File: src/dpla_regs.svh
// register offsets, field positions, reset values and decode steps
`ifndef DPLA_REGS_SVH
`define DPLA_REGS_SVH

// local i/o address of the page-select register
`define DPLA_PAGE_IO_ADDR   8'hee
// page number field position and width
`define DPLA_PAGE_LSB       0
`define DPLA_PAGE_MSB       3
// page-select reset value
`define DPLA_PAGE_RESET     4'h0
// highest valid page number; above it is reserved
`define DPLA_PAGE_MAX       4'h3
// alias offset step is 1 mbyte: alias code sits at bit 20
`define DPLA_ALIAS_LSB      20
// region bounds compare at 64 kbyte resolution: bits 23..16
`define DPLA_BOUND_LSB      16
`define DPLA_BOUND_MSB      23
// one 16 mbyte page is 24 address bits
`define DPLA_OFS_W          24
`define DPLA_PHYS_W         28

`endif

File: src/dpla_pkg.sv
// types shared by the dual-port page/lock arbiter
package dpla_pkg;

   typedef enum logic [1:0] {
      DPLA_IDLE,
      DPLA_REMOTE,
      DPLA_LOCAL
   } dpla_state_t;

   // static jumper configuration
   typedef struct packed {
      logic [7:0] start_bound;
      logic [7:0] end_bound;
      logic [3:0] alias_code;
      logic       protected_mode;
      logic [7:0] win_start;
      logic [7:0] win_end;
   } dpla_straps_t;

   // one access presented to the shared dram path
   typedef struct packed {
      logic        valid;
      logic        remote;
      logic        dma;
      logic [27:0] addr;
   } dpla_dram_t;

endpackage

File: src/dpla_arbiter.sv
// dual-port dram arbiter: page select, local lock, collision override
//
// Contract
// - write-only 8-bit page register at 0eeh
// - reset loads page register with zero
// - low nibble is page; 4..15 reserved
// - dual-port access lands in selected page
// - lock bit low reserves memory for local
// - collision with outgoing cycle grants remote anyway
// - outgoing cycle waits until remote finishes
// - unlocked memory is granted to remote
// - local lock independent of bus lock
// - remote bus lock blocks cpu and dma
// - cpu may assert bus lock outgoing
// - alias steps are one megabyte
// - protected mode has no window translation
// - region bounds at 64 kbyte resolution
// - alias sum wraps modulo 16 mbytes
// - start above end disables dual-port
// - own outgoing cycles never loop back
`timescale 1ns/1ps
`include "dpla_regs.svh"

module dpla_arbiter
   import dpla_pkg::*;
(
   // clock and reset
   input  wire logic         i_core_clk,
   input  wire logic         i_rst,
   // local i/o write port
   input  wire logic         i_io_wr,
   input  wire logic [7:0]   i_io_addr,
   input  wire logic [7:0]   i_io_wdata,
   // parallel_port_unit port c bit 1, low locks
   input  wire logic         i_ppu_lock_n,
   // jumper straps, static
   input  wire dpla_straps_t i_straps,
   // remote multibus master
   input  wire logic         i_mb_req,
   input  wire logic [23:0]  i_mb_addr,
   input  wire logic         i_mb_lock,
   output logic              o_mb_gnt,
   // local cpu and local_dma_engine dual-port requests
   input  wire logic         i_cpu_req,
   input  wire logic [23:0]  i_cpu_addr,
   input  wire logic         i_dma_req,
   input  wire logic [23:0]  i_dma_addr,
   output logic              o_cpu_gnt,
   output logic              o_dma_gnt,
   // outgoing multibus cycle of this board
   input  wire logic         i_out_req,
   input  wire logic [23:0]  i_out_addr,
   input  wire logic         i_out_lock_req,
   output logic              o_out_go,
   output logic              o_out_refused,
   output logic              o_out_lock,
   output logic              o_out_window,
   // shared dram path
   output dpla_dram_t        o_dram
);

   // page register state
   logic [3:0]  page_reg;
   logic [3:0]  page_next;
   logic        page_wr;

   // arbiter state
   dpla_state_t state_reg;
   dpla_state_t state_next;
   logic        hold_out_reg;
   logic        hold_out_next;
   logic        rlock_reg;
   logic        rlock_next;
   logic        out_prev_reg;
   logic        out_prev_next;
   logic        dma_own_reg;
   logic        dma_own_next;
   dpla_dram_t  dram_reg;
   dpla_dram_t  dram_next;

   // decode results
   logic        mb_hit;
   logic [23:0] mb_offset;
   logic        self_hit;
   logic        local_lock;
   logic        out_start;
   logic        collision;
   logic        remote_ok;
   logic        local_block;
   logic [7:0]  out_blk;

   // ----- page select register -----

   // decode write to 0eeh, nothing readable
   assign page_wr = i_io_wr && (i_io_addr == `DPLA_PAGE_IO_ADDR);

   always_comb begin
      page_next = page_reg;
      if (page_wr) begin
         page_next = i_io_wdata[`DPLA_PAGE_MSB:`DPLA_PAGE_LSB];
      end
   end

   always_ff @(posedge i_core_clk or posedge i_rst) begin
      if (i_rst) begin
         page_reg <= `DPLA_PAGE_RESET;
      end else begin
         page_reg <= page_next;
      end
   end

   // ----- address decode -----

   // incoming remote address: region hit and aliased offset
   dpla_decode u_mb_dec (
      .i_addr        (i_mb_addr),
      .i_start_bound (i_straps.start_bound),
      .i_end_bound   (i_straps.end_bound),
      .i_alias_code  (i_straps.alias_code),
      .o_hit         (mb_hit),
      .o_offset      (mb_offset)
   );

   // outgoing address checked against the same region; alias unused
   dpla_decode u_self_dec (
      .i_addr        (i_out_addr),
      .i_start_bound (i_straps.start_bound),
      .i_end_bound   (i_straps.end_bound),
      .i_alias_code  (4'h0),
      .o_hit         (self_hit),
      .o_offset      ()
   );

   // window exists only in real mode
   assign out_blk = i_out_addr[`DPLA_BOUND_MSB:`DPLA_BOUND_LSB];
   assign o_out_window = !i_straps.protected_mode
                         && (out_blk >= i_straps.win_start)
                         && (out_blk <= i_straps.win_end);

   // ----- lock and collision terms -----

   // lock level follows the port bit
   // bus lock plays no part in this term
   assign local_lock = !i_ppu_lock_n;

   // an outgoing cycle starts on the rising edge of its request
   assign out_start = i_out_req && !out_prev_reg;

   // remote request meeting our own outgoing start
   assign collision = i_mb_req && mb_hit && out_start;

   // unlocked: remote wins; locked: only on collision
   assign remote_ok = i_mb_req && mb_hit && (!local_lock || collision);

   // remote holding bus lock keeps cpu and dma out
   assign local_block = rlock_reg && i_mb_lock;

   // ----- outgoing cycle tracking -----

   // a stale hold would stall every later outgoing cycle, so any
   // state other than idle or a live remote grant lets it go
   always_comb begin
      out_prev_next = i_out_req;
      hold_out_next = hold_out_reg;
      case (state_reg)
         DPLA_IDLE: begin
            // park own outgoing cycle on collision
            if (remote_ok) begin
               hold_out_next = collision;
            end
         end
         DPLA_REMOTE: begin
            // remote completed or abandoned its cycle
            if (!i_mb_req) begin
               hold_out_next = 1'b0;
            end
         end
         DPLA_LOCAL: begin
            hold_out_next = 1'b0;
         end
         default: begin
            hold_out_next = 1'b0;
         end
      endcase
   end

   always_ff @(posedge i_core_clk or posedge i_rst) begin
      if (i_rst) begin
         out_prev_reg <= 1'b0;
         hold_out_reg <= 1'b0;
      end else begin
         out_prev_reg <= out_prev_next;
         hold_out_reg <= hold_out_next;
      end
   end

   // ----- remote bus lock tracking -----

   // armed by a locked remote grant
   // outlives the access while the lock stays high
   always_comb begin
      rlock_next = rlock_reg;
      if (!i_mb_lock) begin
         rlock_next = 1'b0;
      end else if ((state_reg == DPLA_IDLE) && remote_ok) begin
         rlock_next = 1'b1;
      end
   end

   always_ff @(posedge i_core_clk or posedge i_rst) begin
      if (i_rst) begin
         rlock_reg <= 1'b0;
      end else begin
         rlock_reg <= rlock_next;
      end
   end

   // ----- arbiter -----

   always_comb begin
      state_next    = state_reg;
      dma_own_next  = dma_own_reg;
      dram_next     = dram_reg;
      dram_next.valid = 1'b0;

      case (state_reg)
         DPLA_IDLE: begin
            if (remote_ok) begin
               state_next = DPLA_REMOTE;
               dram_next.valid  = 1'b1;
               dram_next.remote = 1'b1;
               dram_next.dma    = 1'b0;
               dram_next.addr   = {page_reg, mb_offset};
            end else if (!local_block && i_cpu_req) begin
               state_next   = DPLA_LOCAL;
               dma_own_next = 1'b0;
               dram_next.valid  = 1'b1;
               dram_next.remote = 1'b0;
               dram_next.dma    = 1'b0;
               dram_next.addr   = {page_reg, i_cpu_addr};
            end else if (!local_block && i_dma_req) begin
               state_next   = DPLA_LOCAL;
               dma_own_next = 1'b1;
               dram_next.valid  = 1'b1;
               dram_next.remote = 1'b0;
               dram_next.dma    = 1'b1;
               dram_next.addr   = {page_reg, i_dma_addr};
            end
         end
         DPLA_REMOTE: begin
            // remote completed or abandoned its cycle
            if (!i_mb_req) begin
               state_next = DPLA_IDLE;
            end
         end
         DPLA_LOCAL: begin
            // local access runs to completion before anyone else
            if (dma_own_reg ? !i_dma_req : !i_cpu_req) begin
               state_next = DPLA_IDLE;
            end
         end
         default: begin
            state_next = DPLA_IDLE;
         end
      endcase
   end

   always_ff @(posedge i_core_clk or posedge i_rst) begin
      if (i_rst) begin
         state_reg    <= DPLA_IDLE;
         dma_own_reg  <= 1'b0;
         dram_reg     <= '0;
      end else begin
         state_reg    <= state_next;
         dma_own_reg  <= dma_own_next;
         dram_reg     <= dram_next;
      end
   end

   // ----- grants and outgoing control -----

   // grants decoded from a single state
   assign o_mb_gnt  = (state_reg == DPLA_REMOTE);
   assign o_cpu_gnt = (state_reg == DPLA_LOCAL) && !dma_own_reg;
   assign o_dma_gnt = (state_reg == DPLA_LOCAL) && dma_own_reg;

   // own region is never reached through the multibus
   assign o_out_refused = i_out_req && self_hit;

   // outgoing cycle waits for the collision to clear
   // the start cycle itself is held too, since the hold flop
   // only rises one edge later
   assign o_out_go = i_out_req && !self_hit && !hold_out_reg
                     && !collision;

   // cpu drives bus lock on its outgoing cycles
   // local lock does not gate it
   assign o_out_lock = i_out_req && i_out_lock_req;

   // dram request comes from a flop, registered on the same edge as the grant
   assign o_dram = dram_reg;

endmodule

File: src/dpla_decode.sv
// dual-port region decode and alias translation of a 24-bit address
`timescale 1ns/1ps
`include "dpla_regs.svh"

module dpla_decode
   import dpla_pkg::*;
(
   // address and straps
   input  wire logic [23:0] i_addr,
   input  wire logic [7:0]  i_start_bound,
   input  wire logic [7:0]  i_end_bound,
   input  wire logic [3:0]  i_alias_code,
   // results
   output logic             o_hit,
   output logic [23:0]      o_offset
);

   logic [7:0] blk;
   logic       enabled;

   assign blk = i_addr[`DPLA_BOUND_MSB:`DPLA_BOUND_LSB];

   assign enabled = (i_start_bound <= i_end_bound);

   assign o_hit = enabled && (blk >= i_start_bound) && (blk <= i_end_bound);

   // carry out of bit 23 is dropped, so sums wrap in 16 mbytes
   assign o_offset = i_addr + {i_alias_code, 20'h0_0000};

endmodule

File: config.mk
export PLATFORM = sky130hd
export DESIGN_NAME = dpla_arbiter
export DESIGN_NICKNAME = d
export VERILOG_FILES = /design/src/dpla_pkg.sv /design/src/dpla_arbiter.sv /design/src/dpla_decode.sv
export VERILOG_INCLUDE_DIRS = /design/src
export SDC_FILE = /design/constraint.sdc
export NUM_CORES = 1
export LEC_CHECK = 0
export ABC_AREA = 0
export BUFFER_PORTS_ARGS = -buffer_cell sky130_fd_sc_hd__clkbuf_2
export CAP_MARGIN = 20
export CORE_MARGIN = 1
export CORE_UTILIZATION = 50
export CTS_CLUSTER_SIZE = 25
export DETAILED_ROUTE_END_ITERATION = 10
export PLACE_DENSITY = 0.8
export SYNTH_ARGS = -nofsm -noshare
export SYNTH_HDL_FRONTEND = slang
export SYNTH_HIERARCHICAL = 1
export SYNTH_SLANG_ARGS = --single-unit
File: constraint.sdc
create_clock -name i_core_clk -period 2.9 [get_ports i_core_clk]
set_input_delay 0.29 -clock i_core_clk [delete_from_list [all_inputs] [get_ports i_core_clk]]
set_output_delay 0.29 -clock i_core_clk [all_outputs]
set_load 0.02 [all_outputs]
==> results of run 1 <==
## report_power, final
part	total [W]	switching, W	leakage [nW]	internal [W]
sequential	0.000914	0.000134	0.488	0.000780
combinational	0.00146	0.000890	2.28	0.000571
clock	0.000384	0.000191	0.0512	0.000193
total	0.00276	0.00122	2.82	0.00154
## final cells by class
| type | instances | area share |
|---|---|---|
| Timing Repair Buffer | 185 | 0.193 |
| Multi-Input combinational cell | 329 | 0.517 |
| Inverter | 55 | 0.0412 |
| Tap cell | 102 | 0.0254 |
| Clock buffer | 6 | 0.0165 |
| Sequential cell | 41 | 0.205 |
| Clock inverter | 2 | 0.00274 |
## worst min path at each step
stage                   start            to  cells after the start  slack [ps]
floorplan           i_out_req  out_prev_reg                      0         320
global placement    i_out_req  out_prev_reg                      1         460
detailed placement  i_out_req  out_prev_reg                      1         460
CTS                 i_out_req  out_prev_reg                      1         170
global route            i_rst     o_dram[2]                      3          50
finish                  i_rst     o_dram[2]                      3          30
## metal layers
layer  part of all wire  vias up  global-route usage
met2               0.50      117               0.443
met4              0.021        0              0.0781
met5                  0        -                   0
met3              0.047       16              0.0312
li1                   -     1919                   -
met1               0.43     1770               0.287
## through the flow
stage | power [W] | utilization | setup slack, ps | std cells
after floorplan | 0.00191 | - | 391 | 462
after global placement | 0.00233 | 0.627 | 208 | 711
after detailed placement | 0.00239 | 0.627 | 97.6 | 711
after CTS | 0.00277 | 0.639 | 309 | 719
after global routing | 0.00295 | 0.642 | 181 | 720
final | 0.00276 | 0.642 | 347 | 720
## cell usage in the layout, fill, tap and decap left out, types with 2 or more instances in the layout
cell and instances:
a21oi_2 11, inv_1 55, dfrtp_1 41, buf_4 8, a21oi_1 37, and3_1 3
nor2b_4 2, nor4_1 2, xnor2_1 2, and2_1 2, nor2b_1 3, a21o_1 4
nand3_1 25, a211oi_1 5, ha_1 67, clkbuf_2 176, nand4b_1 2, nor2_1 23
o21ai_1 6, o21ai_0 30, mux2i_1 24, nand2_1 20, nor2_2 11, nand2b_1 2
o21a_1 3, mux2_4 4, and3b_1 2, mux2_2 4, clkbuf_8 6, nand4_1 10
o211ai_1 2
## worst max-delay path, cell delays in order
cell and delay (ps):
clkbuf_2 90, inv_1 50, ha_1 270, nand2b_1 130
a21oi_1 180, o21ai_1 110, a221oi_2 310, a2111oi_2 100
and3_1 210, nor4b_1 280, clkbuf_2 230
==> results.md, run 1 <==
- Clk_lat worst skew: 290 ps
- Total power density per cell area: 550 nW/um^2
- Avg WL per Cell: about 14 um
- Pre-antenna DRT Iters: 4
- Via count: approximately 3800
- Final Max Tran Viols: 0
- Layout net count: around 840
- Drt total wl: ~10 mm
- Maximum vdd ir drop: approximately 0.00027 V
- Hold WC Path Type: in -> async
- Syn avg cell area: just under 9 sq um
- Share of cells above drive strength 1: 0.379
- Post-Layout Inst Area: approximately 5000 sq um
- Ys Warns: 6
- Worst Path Required: between 2000 and 3000 ps
- Worst setup EP type: output pin
- Clock root cell: clkbuf_8
- WP data arrival: 2260 ps
- Max_slew headroom: 0.613
- Post-CTS Resized: 0
- Post-DRT Antenna Nets: 0
- Syn-to-layout area delta: 23.1%
- WS Path Type: in -> out
- Worst-margin pin slew: between 500 and 600 ps
- R2R Setup Slk: around 1100 ps
- Post-synthesis net count: 689
- Cell Area, Placed: 4890 sq um
- Setup TNS: 0 ps
- Port Buf Inserts: about 180
- Period utilization: 0.880
- Die W: 92.3 um
- Max Cap Viol: 0
- GPL Wtd Cong: just over 0.8
- CTS sink count: between 40 and 50
- Global route overflow: 0
- Skew final: ~5.6 ps
- Worst Setup SP: i_mb_addr[16]
- Clock buffer depth: 2
- Critical path peak fanout: 2
- Status: completed
- Effective utilization at floorplan: 0.522
- Detail Placement HPWL: ~8.6 mm
- Vias per inst: 5.31
- Die Height: just over 90 um
- Reg2Reg Capture Point: o_dram[13]
- Multi-input logic area: between 2000 and 3000 sq um
- RSZ-0062 raised after global routing: no
- Max Clock Freq: between 0.3 and 0.4 GHz
- Setup violations, final: 0
- DRC viols: 0
- Hold Slack: between 30 and 40 ps
- Number of cell rows: 32
- IO Count: 197
- Mapped Cells: 462
- Hold_buf cts: 0
- # fillers: about 680
- CTS tree: yes
- FF-to-FF Start: rlock_reg
- Cts bufs inserted: 5
- Hold Vio Cnt, Final: 0
- CTS H-Tree Depth: 2
- Startpoint types: primary input
- Synth Cell Area: roughly 4000 sq um
- Critical Path End: o_out_go
- Worst-path clk slew: about 80 ps
- GRT Overall Usage: 0.240
- Initial antenna violation count: 0
- Vias in the first global route: about 3700
- Largest net degree at the start of global routing: 55
- Core ar.: around 7800 sq um
- First-pass GRT wire length: 16.4 mm
- Setup bufs post-CTS: 0
- ANT cells: 0
- Full die area: 8520 sq um
- Reg area: about 1000 sq um
- Crit path time final: 2550 ps
- Lkg Pwr: ~2.8 nW
- Max reg flops: 31
- Initial drt markers: 87
- Register-to-Register Path Depth: 6
(Power assumes the default switching activity.)
==> run 2: changes to the inputs <==
- ABC_AREA: 0 -> 1
- CORE_ASPECT_RATIO: not set -> 1.1
- CORE_UTILIZATION: 50 -> 44
- PLACE_DENSITY: 0.8 -> 0.75
- clock period: 2.9 -> 2.1 ns (I/O delays scaled with it)
==> run 2 against run 1 <==
  * Clock power grew 70%
  * Routed wire length rose by 1.9%
  * Clock skew rose by 3.5 ps
  * Global-route usage fell by 2.9 points
  * First-iteration DRC count is 25% lower
  * Cell area rose by 2.3%
  * Sequential share of layout area fell by 0.46 points
  * Die area increased by 14%
  * Largest power group unchanged
==> results.md, run 2 <==
- Clk_lat worst skew: between 200 and 300 ps
- Avg WL per Cell: 12.0 um
- Global route overflow: 0
- Hold WC Path Type: in -> reg
- Effective utilization at floorplan: 0.458
- # fillers: ~840
- CTS tree: yes
- Reg power frac: 0.324
- Number of cell rows: 36
- First-pass GRT wire length: 16.3 mm
- Setup TNS: 0 ps
- Status: completed
- Lkg Pwr: about 3.2 nW
- RSZ-0062 raised after global routing: no
- Die Height: 103 um
- Mapped Cells: a little under 600
- Die W: approximately 94 um
- Setup bufs post-CTS: 0
- Vias in the first global route: 3847
- Max Clock Freq: around 0.50 GHz
- Int Pwr: about 0.0022 W
- Drt total wl: about 10 mm
- Net switching power: approximately 0.0016 W
- Hold Vio Cnt, Final: 0
- Clock buffer depth: 2
- GRT Overall Usage: 0.211
- Worst-margin pin slew: around 430 ps
- Max reg flops: 31
- Skew final: 9.12 ps
- Reg area: between 1000 and 1500 sq um
- Clock root cell: clkbuf_8
- WS Path Type: in -> out
- Crit-path max cell delay: 290 ps
- Worst Path Required: about 1900 ps
- Placed Instances: around 850
- Final Non-Filler Cells: 860
- Total power density per cell area: 747 nW/um^2
- Cts bufs inserted: 5
- Initial antenna violation count: 0
- Critical path peak fanout: 3
- Full die area: roughly 9700 sq um
- Max_slew headroom: 0.712
- Largest net degree at the start of global routing: 37
- Most common cell after layout, fill and taps aside: nand2_1
- CTS sink count: 41
- Share of cells above drive strength 1: 0.277
- Comb pwr share: 0.505
- Layout net count: roughly 970
- Commonest cells after routing, fill and taps aside: nand2_1 (179), clkbuf_2 (175), inv_1 (91)
- Pre-antenna DRT Iters: 6
- IO Count: about 200
- Startpoint types: primary input
- ANT cells: 0
- Max Cap Viol: 0
- Initial drt markers: 65
- Crit path time final: between 1500 and 2000 ps
- Synth Cell Area: between 4000 and 5000 sq um
- Ys Warns: 6
- Core ar.: roughly 8900 sq um
- CP Cell Sequence: clkbuf_2, buf_4, ha_1, nand2_1, nor2_2, nand2_1, a21oi_1, nor2_2, nor4_2, buf_2
- Final Max Tran Viols: 0
- Place WS: -61.7 ps
- Syn avg cell area: 6.95 sq um
- Worst setup margin: about 110 ps
- Worst-path clk slew: 80 ps
- CTS H-Tree Depth: 2
- Detail Placement HPWL: 8.68 mm
- Power Total: ~0.0038 W
- Multi-input logic area: ~2500 sq um
- Post-DRT Antenna Nets: 0
- Port Buf Inserts: approximately 180
- DRC viols: 0
- Sw Ratio: 0.428
- GPL Wtd Cong: 0.825
- Vias per inst: around 5
- Post-synthesis net count: 815
- Period utilization: 0.946
- Worst setup EP type: output pin
- WP data arrival: roughly 1800 ps
- Clock power share: 0.171
- Setup violations, final: 0
- Critical path's slowest cell: ha_1
- Final core occ: 0.575
- Syn-to-layout area delta: 25.5%
- Maximum vdd ir drop: 0.000373 V
- Via count: 4214
[run 2: what timing repair did]
item                                   in CTS  in global routing
gates resized for setup                     0                  4
setup endpoints to repair                   0                  1
endpoints found under the hold margin       7                  0
hold buffers                                1                  0
[run 2: area by class of cell]
cell class	instances	area share
flip-flops and latches	41	0.200
clock inverters	1	0.00585
repair buffers	188	0.197
inverters	93	0.0680
multi-input cells	416	0.485
well taps	114	0.0278
clock buffers	7	0.0168
[run 2: power groups by stage]
| stage | combinational, W | sequential (W) | clock [W] |
|---|---|---|---|
| CTS | 0.00196 | 0.00124 | 0.000667 |
| global route | 0.00216 | 0.00128 | 0.000693 |
| detailed placement | 0.00194 | 0.00126 | 0 |
| global placement | 0.00190 | 0.00124 | 0 |
| finish | 0.00193 | 0.00124 | 0.000654 |
| floorplan | 0.000922 | 0.00158 | 0 |
[run 2: layer usage]
layer  part of all wire  up-vias  global-route usage
li1                   -     2197                   -
met1               0.40     1855               0.229
met2               0.51      142               0.409
met3              0.062       20              0.0398
met4              0.022        0              0.0734
met5                  0        -                   0
[run 2: metrics by stage]
step	area (sq um)	hold slack, ps
6_report	5130	91.2
5_1_grt	5130	90.3
4_1_cts	5120	89.7
3_5_place_dp	4990	106
3_3_place_gp	4990	100
2_1_floorplan	4090	241
[run 2: worst paths after layout]
| kind | start | to | slack (ps) | cells past startpoint |
|---|---|---|---|---|
| worst max-delay path | i_straps[36] | o_out_go | 110 | 10 |
| worst min-delay path | i_out_req | out_prev_reg | 90 | 1 |
| worst max register to register | rlock_reg | o_dram[4] | 570 | 8 |
| worst min register to register | page_reg[0] | o_dram[24] | 470 | 2 |
| max in group asynchronous | i_rst | o_dram[22] | 1070 | 4 |
| min in group asynchronous | i_rst | o_dram[25] | 350 | 3 |
[run 2: worst max-delay path: cells and delay by family]
family                   cells  cell delay [ps]
AND/OR/NAND/NOR              5              640
buffers and inverters        3              460
adder cells (fa/ha/maj)      1              290
AO/OA/AOI/OAI                1              190
==> run 3: changes to the inputs <==
- CORE_ASPECT_RATIO: 1.1 -> 2
==> run 3 against run 2 <==
  * Global-route usage grew 2.7 points
  * First-iteration DRC count increased to 2.9 times the previous value
  * Clock skew fell by 4.5 ps
  * Combinational power is essentially flat
  * Largest cell class unchanged
  * Largest power group unchanged
  * Highest routed layer unchanged
==> results.md, run 3 (synthesis results as in run 2) <==
- Status: completed
- Worst-path clk slew: 60 ps
- Max Clock Freq: a little over 0.5 GHz
- Post-DRT Antenna Nets: 0
- # fillers: around 860
- DRC viols: 0
- GRT Overall Usage: 0.238
- Drt total wl: ~11 mm
- Max_slew headroom: 0.641
- Multi-input logic area: between 2000 and 2500 sq um
- Startpoint types: primary input
- RSZ-0062 raised after global routing: yes
- Clk_lat worst skew: 290 ps
- Reg area: around 1000 sq um
- Clock root cell: clkbuf_16
- Largest net degree at the start of global routing: 42
- Hold Vio Cnt, Final: 0
- Hold_buf cts: 0
- Crit-path max cell delay: slightly below 300 ps
- Hold Slack: 31.9 ps
- Worst Path Required: 1890 ps
- Commonest cells after routing, fill and taps aside: nand2_1 (179), clkbuf_2 (175), inv_1 (92)
- Period utilization: 0.936
- GPL Wtd Cong: 0.888
- Lkg Pwr: 3.30 nW
- Core ar.: ~9000 sq um
- Initial antenna violation count: 0
- ANT cells: 0
- CP Buf/Inv Count: 3
- Vias per inst: a little over 5
- CTS H-Tree Depth: 2
- Effective utilization at floorplan: 0.454
- Final Max Tran Viols: 0
- Detail Placement HPWL: ~9.4 mm
- Total power density per cell area: approximately 810 nW/um^2
- Via count: around 4300
- WS Path Type: in -> out
- R2R Setup Slk: ~720 ps
- Worst-margin pin slew: 539 ps
- Full die area: a little under 10000 sq um
- Most used cell, CP: nand2_1
- Crit path time final: slightly below 2000 ps
- Cts bufs inserted: 5
- IO Count: between 150 and 200
- CTS tree: yes
- Max Cap Viol: 0
- Pre-antenna DRT Iters: 4
- Vias in the first global route: 4360
- Setup bufs post-CTS: 0
- Critical path's slowest cell: ha_1
- Worst setup EP type: output pin
- Avg WL per Cell: between 10 and 15 um
- Syn-to-layout area delta: 27.2%
- Port Buf Inserts: approximately 180
- Clock buffer depth: 2
- Worst path top cell family by delay: simple AND/OR/NAND/NOR gates
- Setup TNS: 0 ps
- Global route overflow: 0
- Initial drt markers: 186
- Maximum vdd ir drop: 0.000450 V
- Skew final: about 4.6 ps
- CTS sink count: 41
- Max reg flops: 31
- WP data arrival: around 1800 ps
- Die Height: 138 um
- Critical path peak fanout: 3
- Most common cell after layout, fill and taps aside: nand2_1
- First-pass GRT wire length: approximately 19 mm
- Die W: approximately 70 um
- Share of cells above drive strength 1: 0.284
- Hold WC Path Type: in -> async
- Layout net count: between 900 and 1000
- Setup violations, final: 0
- CP Cell Sequence: clkbuf_2, inv_1, ha_1, nand2_1, nor2_2, nand4_1, nand3_1, nand2_1, nor2_2, nand2_1, nor3_2, nor4_2, buf_4
- Number of cell rows: 49
## run 3: cell types whose count changed in the layout (fill, tap and decap cells not counted), sizes merged
cell,before,now
buf,12,16
bufinv,1,2
clkbuf,182,180
dlygate4sd3,1,0
inv,92,93
## run 3: worst paths after layout
kind	from	to	cells past startpoint
hold / removal	i_rst	o_dram[15]	3
setup / recovery	i_straps[36]	o_out_go	13
hold reg to reg	page_reg[3]	o_dram[27]	2
setup reg to reg	rlock_reg	o_dram[16]	8
max in group asynchronous	i_rst	hold_out_reg	3
min in group i_core_clk	i_out_req	out_prev_reg	1
## run 3: through the flow
| stage | setup slack, ps | util | instance area [sq um] | std cells | power [W] |
|---|---|---|---|---|---|
| after detailed placement | -128 | 0.554 | 4990 | 843 | 0.00321 |
| after global placement | -50.6 | 0.554 | 4990 | 843 | 0.00315 |
| final | 134 | 0.577 | 5200 | 851 | 0.00419 |
| after global routing | -10.8 | 0.577 | 5200 | 851 | 0.00447 |
| after floorplan | 204 | - | 4090 | 588 | 0.00250 |
| after CTS | 39.3 | 0.575 | 5180 | 851 | 0.00423 |
## run 3: where the power goes
part | internal (W) | leakage, nW | total, W | switching [W]
combinational | 0.000716 | 2.67 | 0.00194 | 0.00123
clock | 0.000679 | 0.0938 | 0.000998 | 0.000319
sequential | 0.00109 | 0.530 | 0.00125 | 0.000163
## run 3: routing by layer
metal,GRT usage,part of all wire,vias to the layer above
met3,0.0321,0.046,15
met1,0.230,0.34,1970
met5,0,0,-
li1,-,-,2203
met4,0.0947,0.022,0
met2,0.482,0.59,143
## run 3: area by class of cell
type                            count  area share
Sequential cell                    41       0.197
Timing Repair Buffer              191       0.196
Clock inverter                      3      0.0125
Inverter                           93      0.0671
Multi-Input combinational cell    416       0.478
Clock buffer                        5      0.0241
Tap cell                          102      0.0245
## run 3: worst min-delay path: cells and delay by family
kind	cells	cell delay [ps]
buf+inv	3	560
## run 3: timing repair
action                                  CTS  global route
endpoints found under the setup margin    0             2
endpoints found under the hold margin     0             0
resized for setup                         0             6
